### config.mk
export PLATFORM = sky130hd
export DESIGN_NAME = rxg_top
export DESIGN_NICKNAME = d
export VERILOG_FILES = /design/src/hdl/rxg_pkg.sv /design/src/hdl/rxg_chan_eng.sv /design/src/hdl/rxg_rst_sync.sv /design/src/hdl/rxg_top.sv
export SDC_FILE = /design/constraint.sdc
export NUM_CORES = 1
export LEC_CHECK = 0
export BUFFER_PORTS_ARGS = -buffer_cell sky130_fd_sc_hd__buf_2
export CORE_ASPECT_RATIO = 1.2
export CORE_MARGIN = 3
export CORE_UTILIZATION = 40
export CTS_CLUSTER_SIZE = 30
export DETAILED_ROUTE_END_ITERATION = 7
export GPL_TIMING_DRIVEN = 0
export PLACE_DENSITY = 0.65
export SLEW_MARGIN = 30
export SYNTH_ARGS = -nofsm -noshare
export SYNTH_HDL_FRONTEND = slang
export SYNTH_HIERARCHICAL = 1
export SYNTH_SLANG_ARGS = --single-unit
export TNS_END_PERCENT = 1
### constraint.sdc
create_clock -name CLK_SYS_I -period 31.4 [get_ports CLK_SYS_I]
set_input_delay 6.28 -clock CLK_SYS_I [delete_from_list [all_inputs] [get_ports CLK_SYS_I]]
set_output_delay 6.28 -clock CLK_SYS_I [all_outputs]
set_load 0.01 [all_outputs]
### src/hdl/rxg_pkg.sv
// Purpose: shared constants for the receive channel configuration block
// Assumes: 32-bit Avalon-MM data, 16-bit registers in the low lanes
// Notes: byte address = channel * 16 + register * 4
package rxg_pkg;
  localparam int NUM_CH = 4;
  localparam int ADDR_W = 7;
  // Address decode fields
  localparam int CH_LSB = 4;
  localparam int REG_LSB = 2;
  localparam int MAP_BIT = 6;
  localparam logic [1:0] REG_QUEUE_CFG = 2'h0;
  localparam logic [1:0] REG_CTRL_CFG = 2'h1;
  localparam logic [1:0] REG_POOL_CFG = 2'h2;
  localparam logic [1:0] REG_STATUS = 2'h3;
  // Queue configuration register fields
  localparam int KIND_LSB = 14;
  localparam int QMGR_LSB = 12;
  localparam int QNUM_LSB = 0;
  localparam logic [1:0] KIND_HOST = 2'h1;
  // Control configuration register fields
  localparam int EN_BIT = 15;
  localparam int TD_BIT = 14;
  localparam int ERR_BIT = 8;
  localparam int SKIP_LSB = 0;
  localparam logic [15:0] QUEUE_CFG_RST = 16'h0000;
  localparam logic [15:0] POOL_CFG_MASK = 16'h3FFF;
  // Idle cycles before a starved block is tried again
  localparam int RETRY_GAP = 16;
endpackage

### src/hdl/rxg_chan_eng.sv
// Purpose: per-channel block sequencer for the receive DMA
// Assumes: FIFO and queue manager signals are on the same clock
// Notes: starvation answer is sampled in the same cycle the buffer request is high
`timescale 1ns/1ps
module rxg_chan_eng
  import rxg_pkg::*;
#(
  parameter int GAP = RETRY_GAP
) (
  // Clock, reset, enable
  input wire logic clk_i,
  input wire logic rst_n_i,
  input wire logic ce_i,
  // Configuration
  input wire logic en_i,
  input wire logic td_req_i,
  input wire logic [1:0] kind_i,
  input wire logic [1:0] qmgr_i,
  input wire logic [11:0] qnum_i,
  input wire logic err_mode_i,
  input wire logic [7:0] skip_i,
  input wire logic [1:0] pool_qmgr_i,
  input wire logic [11:0] pool_qnum_i,
  // FIFO block interface
  input wire logic blk_valid_i,
  input wire logic blk_sop_i,
  input wire logic blk_eop_i,
  input wire logic ovr_i,
  input wire logic [1:0] ovr_kind_i,
  input wire logic [1:0] ovr_qmgr_i,
  input wire logic [11:0] ovr_qnum_i,
  input wire logic starve_i,
  // Results
  output logic adv_o,
  output logic buf_req_o,
  output logic buf_first_o,
  output logic [1:0] pool_qmgr_o,
  output logic [11:0] pool_qnum_o,
  output logic [7:0] skip_o,
  output logic done_o,
  output logic [1:0] dest_qmgr_o,
  output logic [11:0] dest_qnum_o,
  output logic reclaim_o,
  output logic retry_o,
  output logic td_done_o,
  output logic busy_o
);
  typedef enum logic [1:0] {ST_IDLE, ST_ALLOC, ST_XFER, ST_DROP} rxg_state_t;
  rxg_state_t state_r, state_nxt;
  logic [1:0] kind_r;
  logic [4:0] gap_r;
  logic eop_r;
  wire start_w = en_i && blk_valid_i && !adv_o && gap_r == 5'h00 && !td_req_i;
  wire bad_kind_w = kind_r != KIND_HOST;
  wire err_w = starve_i || bad_kind_w;
  wire retry_w = err_w && !bad_kind_w && err_mode_i;
  always_comb begin
    state_nxt = state_r;
    case (state_r)
      ST_IDLE: begin
        if (start_w) begin
          state_nxt = ST_ALLOC;
        end
      end
      ST_ALLOC: begin
        if (!err_w) begin
          state_nxt = ST_XFER;
        end else if (retry_w) begin
          state_nxt = ST_IDLE;
        end else begin
          state_nxt = eop_r ? ST_IDLE : ST_DROP;
        end
      end
      ST_XFER: state_nxt = ST_IDLE;
      ST_DROP: begin
        if (blk_valid_i && !adv_o && blk_eop_i) begin
          state_nxt = ST_IDLE;
        end
      end
      default: state_nxt = ST_IDLE;
    endcase
  end
  always_ff @(posedge clk_i or negedge rst_n_i) begin
    if (!rst_n_i) begin
      state_r <= ST_IDLE;
      kind_r <= 2'h0;
      gap_r <= 5'h00;
      eop_r <= 1'b0;
      adv_o <= 1'b0;
      buf_req_o <= 1'b0;
      buf_first_o <= 1'b0;
      pool_qmgr_o <= 2'h0;
      pool_qnum_o <= 12'h000;
      skip_o <= 8'h00;
      done_o <= 1'b0;
      dest_qmgr_o <= 2'h0;
      dest_qnum_o <= 12'h000;
      reclaim_o <= 1'b0;
      retry_o <= 1'b0;
      td_done_o <= 1'b0;
      busy_o <= 1'b0;
    end else if (ce_i) begin
      state_r <= state_nxt;
      busy_o <= state_nxt != ST_IDLE;
      adv_o <= 1'b0;
      buf_req_o <= 1'b0;
      done_o <= 1'b0;
      reclaim_o <= 1'b0;
      retry_o <= 1'b0;
      // Teardown completes only between blocks
      td_done_o <= state_r == ST_IDLE && td_req_i && !td_done_o;
      if (gap_r != 5'h00) begin
        gap_r <= gap_r - 5'h01;
      end
      if (state_r == ST_IDLE && start_w) begin
        buf_req_o <= 1'b1;
        buf_first_o <= blk_sop_i;
        eop_r <= blk_eop_i;
        pool_qmgr_o <= pool_qmgr_i;
        pool_qnum_o <= pool_qnum_i;
        skip_o <= blk_sop_i ? skip_i : 8'h00;
        if (blk_sop_i) begin
          // Block header wins over the programmed defaults
          kind_r <= ovr_i ? ovr_kind_i : kind_i;
          dest_qmgr_o <= ovr_i ? ovr_qmgr_i : qmgr_i;
          dest_qnum_o <= ovr_i ? ovr_qnum_i : qnum_i;
        end
      end
      if (state_r == ST_ALLOC && err_w) begin
        // Policy bit matters only here
        if (retry_w) begin
          retry_o <= 1'b1;
          gap_r <= 5'(GAP);
        end else begin
          reclaim_o <= 1'b1;
          adv_o <= 1'b1;
        end
      end
      if (state_r == ST_XFER) begin
        adv_o <= 1'b1;
        done_o <= eop_r;
      end
      if (state_r == ST_DROP && blk_valid_i && !adv_o) begin
        adv_o <= 1'b1;
      end
    end
  end

  skip_sop_a: assert property (@(posedge clk_i) disable iff (!rst_n_i)
    ce_i && state_r == ST_IDLE && start_w && blk_sop_i |=> skip_o == $past(skip_i))
    else $error("first buffer skip not applied");
  ovr_dest_a: assert property (@(posedge clk_i) disable iff (!rst_n_i)
    ce_i && state_r == ST_IDLE && start_w && blk_sop_i && ovr_i |=> dest_qnum_o == $past(ovr_qnum_i))
    else $error("override queue not taken");
  drop_reclaim_a: assert property (@(posedge clk_i) disable iff (!rst_n_i)
    ce_i && state_r == ST_ALLOC && starve_i && !err_mode_i |=> reclaim_o && adv_o && !done_o)
    else $error("starved packet not dropped");
  retry_hold_a: assert property (@(posedge clk_i) disable iff (!rst_n_i)
    ce_i && state_r == ST_ALLOC && retry_w |=> retry_o && !adv_o ##1 !adv_o && !buf_req_o)
    else $error("retry advanced the FIFO");
  bad_kind_a: assert property (@(posedge clk_i) disable iff (!rst_n_i)
    ce_i && state_r == ST_ALLOC && bad_kind_w |=> !done_o ##1 !done_o)
    else $error("reserved descriptor kind completed");
  en_gate_a: assert property (@(posedge clk_i) disable iff (!rst_n_i)
    !en_i |=> !buf_req_o)
    else $error("disabled channel requested a buffer");
  pool_first_a: assert property (@(posedge clk_i) disable iff (!rst_n_i)
    ce_i && state_r == ST_IDLE && start_w |=> buf_req_o && pool_qnum_o == $past(pool_qnum_i))
    else $error("first buffer pool wrong");
  retry_c: cover property (@(posedge clk_i) disable iff (!rst_n_i) retry_o);
  reclaim_c: cover property (@(posedge clk_i) disable iff (!rst_n_i) reclaim_o);
  done_c: cover property (@(posedge clk_i) disable iff (!rst_n_i) done_o && skip_o != 8'h00);
endmodule

### src/hdl/rxg_rst_sync.sv
// Purpose: release of the asynchronous reset in step with the clock
// Assumes: reset asserts at any time, releases after two edges
// Notes: input stage flops take constants only
`timescale 1ns/1ps
module rxg_rst_sync (
  // Clock and raw reset
  input wire logic clk_i,
  input wire logic arst_n_i,
  // Synchronised reset
  output logic rst_n_o
);
  logic meta_r;
  always_ff @(posedge clk_i or negedge arst_n_i) begin
    if (!arst_n_i) begin
      meta_r <= 1'b0;
      rst_n_o <= 1'b0;
    end else begin
      meta_r <= 1'b1;
      rst_n_o <= meta_r;
    end
  end
endmodule

### src/hdl/rxg_top.sv
// Purpose: receive channel global configuration and control, four channels
// Assumes: one clock; FIFO and queue manager signals share it
// Notes: Avalon-MM slave answers every access in two cycles
`timescale 1ns/1ps
module rxg_top
  import rxg_pkg::*;
#(
  parameter int CH = NUM_CH,
  parameter int GAP = RETRY_GAP
) (
  // Clock, reset, enable
  input wire logic CLK_SYS_I,
  input wire logic ARST_N_I,
  input wire logic CE_I,
  // Avalon-MM slave
  input wire logic [ADDR_W-1:0] ADDRESS_I,
  input wire logic READ_I,
  input wire logic WRITE_I,
  input wire logic [31:0] WRITEDATA_I,
  input wire logic [3:0] BYTEENABLE_I,
  output logic [31:0] READDATA_O,
  output logic WAITREQUEST_O,
  // FIFO block interface, one lane per channel
  input wire logic [CH-1:0] BLK_VALID_I,
  input wire logic [CH-1:0] BLK_SOP_I,
  input wire logic [CH-1:0] BLK_EOP_I,
  input wire logic [CH-1:0] OVR_I,
  input wire logic [2*CH-1:0] OVR_KIND_I,
  input wire logic [2*CH-1:0] OVR_QMGR_I,
  input wire logic [12*CH-1:0] OVR_QNUM_I,
  input wire logic [CH-1:0] STARVE_I,
  // Channel results
  output logic [CH-1:0] ADV_O,
  output logic [CH-1:0] BUF_REQ_O,
  output logic [CH-1:0] BUF_FIRST_O,
  output logic [2*CH-1:0] POOL_QMGR_O,
  output logic [12*CH-1:0] POOL_QNUM_O,
  output logic [8*CH-1:0] SKIP_O,
  output logic [CH-1:0] DONE_O,
  output logic [2*CH-1:0] DEST_QMGR_O,
  output logic [12*CH-1:0] DEST_QNUM_O,
  output logic [CH-1:0] RECLAIM_O,
  output logic [CH-1:0] RETRY_O
);
  logic rst_n;
  logic wait_r;
  // Per-channel register storage, indexed by channel
  logic [15:0] queue_cfg_r [CH];
  logic [15:0] pool_cfg_r [CH];
  logic [CH-1:0] en_r;
  logic [CH-1:0] td_req_r;
  logic [CH-1:0] td_flag_r;
  logic [CH-1:0] err_mode_r;
  logic [7:0] skip_r [CH];
  logic [CH-1:0] td_done;
  logic [CH-1:0] busy;

  rxg_rst_sync u_rst (
    .clk_i(CLK_SYS_I),
    .arst_n_i(ARST_N_I),
    .rst_n_o(rst_n)
  );

  // Address decode
  wire req_w = READ_I || WRITE_I;
  wire in_map_w = !ADDRESS_I[MAP_BIT];
  wire [1:0] ch_w = ADDRESS_I[CH_LSB+:2];
  wire [1:0] reg_w = ADDRESS_I[REG_LSB+:2];
  wire ch_ok_w = 32'(ch_w) < CH;
  wire hit_w = in_map_w && ch_ok_w;
  // Write lands on the edge where waitrequest is sampled low
  wire wr_w = WRITE_I && !wait_r && hit_w;
  wire [15:0] be_mask_w = {{8{BYTEENABLE_I[1]}}, {8{BYTEENABLE_I[0]}}};
  wire [15:0] ctrl_rd_w = {en_r[ch_w], td_flag_r[ch_w], 5'h00, err_mode_r[ch_w], skip_r[ch_w]};
  wire [15:0] status_rd_w = {15'h0000, busy[ch_w]};
  wire [15:0] rd_mux_w = !hit_w ? 16'h0000 :
    reg_w == REG_QUEUE_CFG ? queue_cfg_r[ch_w] :
    reg_w == REG_CTRL_CFG ? ctrl_rd_w :
    reg_w == REG_POOL_CFG ? pool_cfg_r[ch_w] : status_rd_w;
  wire [15:0] wdata_w = WRITEDATA_I[15:0];

  // Two-cycle answer: waitrequest drops for one cycle per access
  always_ff @(posedge CLK_SYS_I or negedge rst_n) begin
    if (!rst_n) begin
      wait_r <= 1'b1;
      READDATA_O <= 32'h00000000;
    end else if (CE_I) begin
      wait_r <= !(req_w && wait_r);
      if (READ_I && wait_r) begin
        READDATA_O <= {16'h0000, rd_mux_w};
      end
    end
  end
  assign WAITREQUEST_O = wait_r;

  genvar g;
  generate
    for (g = 0; g < CH; g++) begin : g_ch
      // One set of three writable registers per channel
      wire sel_w = wr_w && 32'(ch_w) == g;
      wire q_wr_w = sel_w && reg_w == REG_QUEUE_CFG;
      wire c_wr_w = sel_w && reg_w == REG_CTRL_CFG;
      wire p_wr_w = sel_w && reg_w == REG_POOL_CFG;
      wire td_wr_w = c_wr_w && BYTEENABLE_I[1];
      wire en_wr_w = c_wr_w && BYTEENABLE_I[1];

      always_ff @(posedge CLK_SYS_I or negedge rst_n) begin
        if (!rst_n) begin
          queue_cfg_r[g] <= QUEUE_CFG_RST;
          pool_cfg_r[g] <= 16'h0000;
          en_r[g] <= 1'b0;
          td_req_r[g] <= 1'b0;
          td_flag_r[g] <= 1'b0;
          err_mode_r[g] <= 1'b0;
          skip_r[g] <= 8'h00;
        end else if (CE_I) begin
          if (q_wr_w) begin
            queue_cfg_r[g] <= (queue_cfg_r[g] & ~be_mask_w) | (wdata_w & be_mask_w);
          end
          if (p_wr_w) begin
            pool_cfg_r[g] <= ((pool_cfg_r[g] & ~be_mask_w) | (wdata_w & be_mask_w)) & POOL_CFG_MASK;
          end
          if (c_wr_w && BYTEENABLE_I[0]) begin
            skip_r[g] <= wdata_w[SKIP_LSB+:8];
          end
          if (c_wr_w && BYTEENABLE_I[1]) begin
            err_mode_r[g] <= wdata_w[ERR_BIT];
          end
          // Hardware clear of enable beats a same-cycle software write
          if (td_done[g]) begin
            en_r[g] <= 1'b0;
          end else if (en_wr_w) begin
            en_r[g] <= wdata_w[EN_BIT];
          end
          // Writing one while enabled asks for teardown
          if (td_done[g]) begin
            td_req_r[g] <= 1'b0;
          end else if (td_wr_w && wdata_w[TD_BIT] && en_r[g]) begin
            td_req_r[g] <= 1'b1;
          end
          // Completion set wins over a software clear
          if (td_done[g]) begin
            td_flag_r[g] <= 1'b1;
          end else if (td_wr_w && !wdata_w[TD_BIT]) begin
            td_flag_r[g] <= 1'b0;
          end
        end
      end

      rxg_chan_eng #(
        .GAP(GAP)
      ) u_eng (
        .clk_i(CLK_SYS_I),
        .rst_n_i(rst_n),
        .ce_i(CE_I),
        .en_i(en_r[g]),
        .td_req_i(td_req_r[g]),
        .kind_i(queue_cfg_r[g][KIND_LSB+:2]),
        .qmgr_i(queue_cfg_r[g][QMGR_LSB+:2]),
        .qnum_i(queue_cfg_r[g][QNUM_LSB+:12]),
        .err_mode_i(err_mode_r[g]),
        .skip_i(skip_r[g]),
        .pool_qmgr_i(pool_cfg_r[g][QMGR_LSB+:2]),
        .pool_qnum_i(pool_cfg_r[g][QNUM_LSB+:12]),
        .blk_valid_i(BLK_VALID_I[g]),
        .blk_sop_i(BLK_SOP_I[g]),
        .blk_eop_i(BLK_EOP_I[g]),
        .ovr_i(OVR_I[g]),
        .ovr_kind_i(OVR_KIND_I[2*g+:2]),
        .ovr_qmgr_i(OVR_QMGR_I[2*g+:2]),
        .ovr_qnum_i(OVR_QNUM_I[12*g+:12]),
        .starve_i(STARVE_I[g]),
        .adv_o(ADV_O[g]),
        .buf_req_o(BUF_REQ_O[g]),
        .buf_first_o(BUF_FIRST_O[g]),
        .pool_qmgr_o(POOL_QMGR_O[2*g+:2]),
        .pool_qnum_o(POOL_QNUM_O[12*g+:12]),
        .skip_o(SKIP_O[8*g+:8]),
        .done_o(DONE_O[g]),
        .dest_qmgr_o(DEST_QMGR_O[2*g+:2]),
        .dest_qnum_o(DEST_QNUM_O[12*g+:12]),
        .reclaim_o(RECLAIM_O[g]),
        .retry_o(RETRY_O[g]),
        .td_done_o(td_done[g]),
        .busy_o(busy[g])
      );

      td_clear_a: assert property (@(posedge CLK_SYS_I) disable iff (!rst_n)
        CE_I && td_done[g] |=> !en_r[g] && td_flag_r[g] && !td_req_r[g])
        else $error("teardown did not clear enable");
      td_flag_a: assert property (@(posedge CLK_SYS_I) disable iff (!rst_n)
        $rose(td_flag_r[g]) |-> $past(td_done[g]))
        else $error("completion flag set without teardown");
      td_c: cover property (@(posedge CLK_SYS_I) disable iff (!rst_n) td_done[g]);
    end
  endgenerate

  ack_bound_a: assert property (@(posedge CLK_SYS_I) disable iff (!rst_n)
    CE_I && req_w && WAITREQUEST_O |=> !WAITREQUEST_O ##1 WAITREQUEST_O)
    else $error("bus answer not in two cycles");
  rsvd_zero_a: assert property (@(posedge CLK_SYS_I) disable iff (!rst_n)
    READ_I && !WAITREQUEST_O && $past(reg_w) == REG_CTRL_CFG |-> READDATA_O[13:9] == 5'h00)
    else $error("reserved control bits not zero");
  unmapped_a: assert property (@(posedge CLK_SYS_I) disable iff (!rst_n)
    CE_I && READ_I && WAITREQUEST_O && !hit_w |=> READDATA_O == 32'h00000000)
    else $error("unmapped read not zero");
endmodule

==> out/results.txt <==
status: finished, final reports clean
die width: 200 µm
FF/Latch Area: 0.0101 mm²
type of the worst setup path: input port to flop
Mapped Avg Cell Area: 12.9 µm²
Post-Synth XOR/XNOR Area: 0
Cell Count, Final, Fillers Out: 2,397
1st-pass router iterations: 5
Synth Instances: 1,400
simple logic cell fraction of the synthesized area: 0.0862
hold crit path type: flop to async pin
fin area: 0.0220 mm²
largest net degree at the start of global routing: 51
DP Area: 0.0206 mm²
share of cells above drive strength 1: 0.391
Filler Cells Inserted: 3,921
Port Buffers: 289
WP data arrival: 8.34 ns
most frequent cells in the layout: dfrtp_1 (401), buf_2 (322), mux2_2 (222), o21ai_0 (123), nand2_1 (119)
Seq/Total Area, Yosys: 0.556
met1 GRT Util: 0.309
# rows: 84
Multi-input gate area: 0.00745 mm²
CTS tree: built
synth unique cells: 59
Final Hold Viols: 0
ys async rst share: 1.00
TritonCTS Buffers: 43
worst clock skew: 0.0191 ns
Post-CTS Hold Buffers: 0
die area: 0.0479 mm²
Slowest cell on crit path: buf_1
Post-synth EDFFs: 0
routed wire length per instance: 24.0 µm
GP Congestion: 0.869
Die H: 239 µm
maximum clock rate: 126 MHz
I/O pins: 333
Num Clock Sinks: 403
utilization after layout: 0.498
Yosys reg bits: 403
WP buf/inv: 4
Hold WS: 0.346 ns
Via Count: 13,042
Power Density: 55.8 mW/mm²
Tmin final: 7.93 ns
actual slew at the worst max-slew pin: 0.976 ns
Worst VDD drop: 0.0410 mV
period utilization: 0.253
Initial DRC Count: 887
CTS Buffer Depth: 3
Top Usage Layer GRT: met2
Via-to-Cell Ratio: 5.44
mux cell area share after synthesis: 0.235
main combinational cell family by area after synthesis: multiplexers
grt ovf: 0
Post-CTS Setup Inserts: 0
area grow syn2layout: 21.6%
# DRC: 0
CP cell instances: buf_2 -> buf_6 -> buf_2 -> buf_1 -> mux4_2 -> mux2i_1 -> o21ai_0
final WL: 57,600 µm
DP HPWL: 44,500 µm
initial core utilization: 0.410
Core Box Area: 0.0442 mm²
fin nets: 1,894
CP max FO: 10
CP top delay family: buffers and inverters
Post-CTS Resized: 0
first-pass GRT wire length: 85,600 µm
GR Util met3: 0.0476
adder-cell share of the synthesized area: 0.00276
post-route setup TNS: 0 ns
clk slew on worst S/H paths: 0.06 ns
Worst-Skew Late Latency: 0.56 ns
most common cell after layout, fill and taps aside: dfrtp_1
Worst EP required: 31.81 ns
initial antenna violation count: 11
CTS root buf: clkbuf_16
yosys warns: 6
vias in the first global route: 13,200
CP dominant cell by count: buf_2
Inst Count DP: 2,315
Global Route met2 Usage: 0.399
Synth Cell Area: 0.0181 mm²
Main synth FF type: dfrtp_1
RSZ-0062 raised after global routing: false
Max Slew Vio Count: 0
H-tree depth: 2
post-synthesis compound-gate area fraction: 0.0840
endpoints failing setup: 0
Rel. slew slack: 0.349
Worst Setup Start Kind: input port
Worst R2R Setup Slack: 29.15 ns
Leak: 11.4 nW
gr usage total: 0.236
critical path endpoint category: flop
Final ANT Viol Nets: 0
CP peak stage delay: 0.77 ns
Max Cap Viol: 0
==> path summary, 6_finish.rpt <==
path	end	cells past startpoint	startpoint
max	READDATA_O[6]	7	ADDRESS_I[5]
min	g_ch[3].u_eng/pool_qnum_o[4]	0	u_rst/rst_n_o
max reg2reg	g_ch[1].u_eng/dest_qnum_o[2]	6	g_ch[1].u_eng/gap_r[0]
min reg2reg	g_ch[3].u_eng/pool_qnum_o[4]	0	u_rst/rst_n_o
max in group asynchronous	u_rst/rst_n_o	1	ARST_N_I
min in group CLK_SYS_I	u_rst/rst_n_o	0	u_rst/meta_r
==> cells by family after synthesis <==
| kind of cell | Yosys count |
|---|---|
| flops | 403 |
| mux | 354 |
| other cells | 2 |
| buf+inv | 134 |
| fa+ha+maj | 4 |
| compound gates | 241 |
| simple gates | 262 |
==> layer usage <==
layer / wire length [µm] / share of wire / vias to the layer above
met2: 27900 / 0.48 / 467
met3: 3770 / 0.065 / 112
met5: 64 / 0.0011 / -
li1: - / - / 5780
met4: 1950 / 0.034 / 12
met1: 23900 / 0.42 / 6671
==> report_power, final <==
part | internal, W | switching (W) | leakage, nW
Sequential | 0.000546 | 0.0000317 | 5.56
Combinational | 0.0000607 | 0.0000694 | 5.11
Clock | 0.000305 | 0.000216 | 0.712
Total | 0.000912 | 0.000317 | 11.4
==> cells in the mapped netlist (3+ instances only) <==
| library cell | count | area share |
|---|---|---|
| or3_1 | 6 | 0.0021 |
| nand4_1 | 4 | 0.0014 |
| buf_1 | 3 | 0.00062 |
| nand3_4 | 4 | 0.0039 |
| o2111ai_1 | 5 | 0.0024 |
| nand2b_1 | 26 | 0.0090 |
| nor2b_1 | 14 | 0.0048 |
| inv_1 | 32 | 0.0066 |
| nor4b_4 | 4 | 0.0052 |
| mux2i_1 | 97 | 0.054 |
| a21oi_1 | 28 | 0.0077 |
| nand3_1 | 12 | 0.0033 |
| buf_4 | 17 | 0.0070 |
| o211a_1 | 4 | 0.0022 |
| clkbuf_1 | 44 | 0.0091 |
| o221ai_1 | 4 | 0.0019 |
| ha_1 | 4 | 0.0028 |
| a22oi_1 | 4 | 0.0017 |
| and4bb_2 | 4 | 0.0028 |
| nor3_1 | 8 | 0.0022 |
| and3_1 | 7 | 0.0024 |
| mux4_1 | 4 | 0.0058 |
| and4_1 | 8 | 0.0039 |
| nand3b_1 | 9 | 0.0037 |
| o32ai_1 | 4 | 0.0019 |
| o2bb2ai_1 | 12 | 0.0058 |
| nor2_1 | 6 | 0.0012 |
| a22o_1 | 32 | 0.015 |
| a41oi_1 | 3 | 0.0014 |
| buf_6 | 5 | 0.0031 |
| or3b_1 | 4 | 0.0019 |
| o21ai_0 | 123 | 0.034 |
| o31ai_1 | 5 | 0.0021 |
| buf_2 | 33 | 0.0091 |
| a211oi_1 | 4 | 0.0017 |
| nand2_4 | 5 | 0.0031 |
| mux2_2 | 222 | 0.14 |
| nand2_1 | 119 | 0.025 |
| a21boi_0 | 4 | 0.0017 |
| nor3b_2 | 4 | 0.0028 |
| mux4_2 | 29 | 0.036 |
| a32oi_1 | 4 | 0.0019 |
| dfrtp_1 | 402 | 0.56 |
| and2_1 | 9 | 0.0031 |
==> through the flow <==
step	total power [W]	setup WS, ns
after global placement	0.000707	14.59
after global routing	0.00128	23.40
after floorplan	0.000664	19.34
after detailed placement	0.000717	22.89
final	0.00123	23.47
after CTS	0.00124	23.49
==> final cells by class <==
cell class,count,share of cell area
Antenna cell,3,0.000341
Buffer,102,0.0238
Clock buffer,60,0.0553
Clock inverter,19,0.00965
Inverter,32,0.00545
Multi-Input combinational cell,878,0.338
Sequential cell,403,0.458
Tap cell,602,0.0342
Timing Repair Buffer,298,0.0755
No activity file was read; power rests on OpenSTA's default activity.
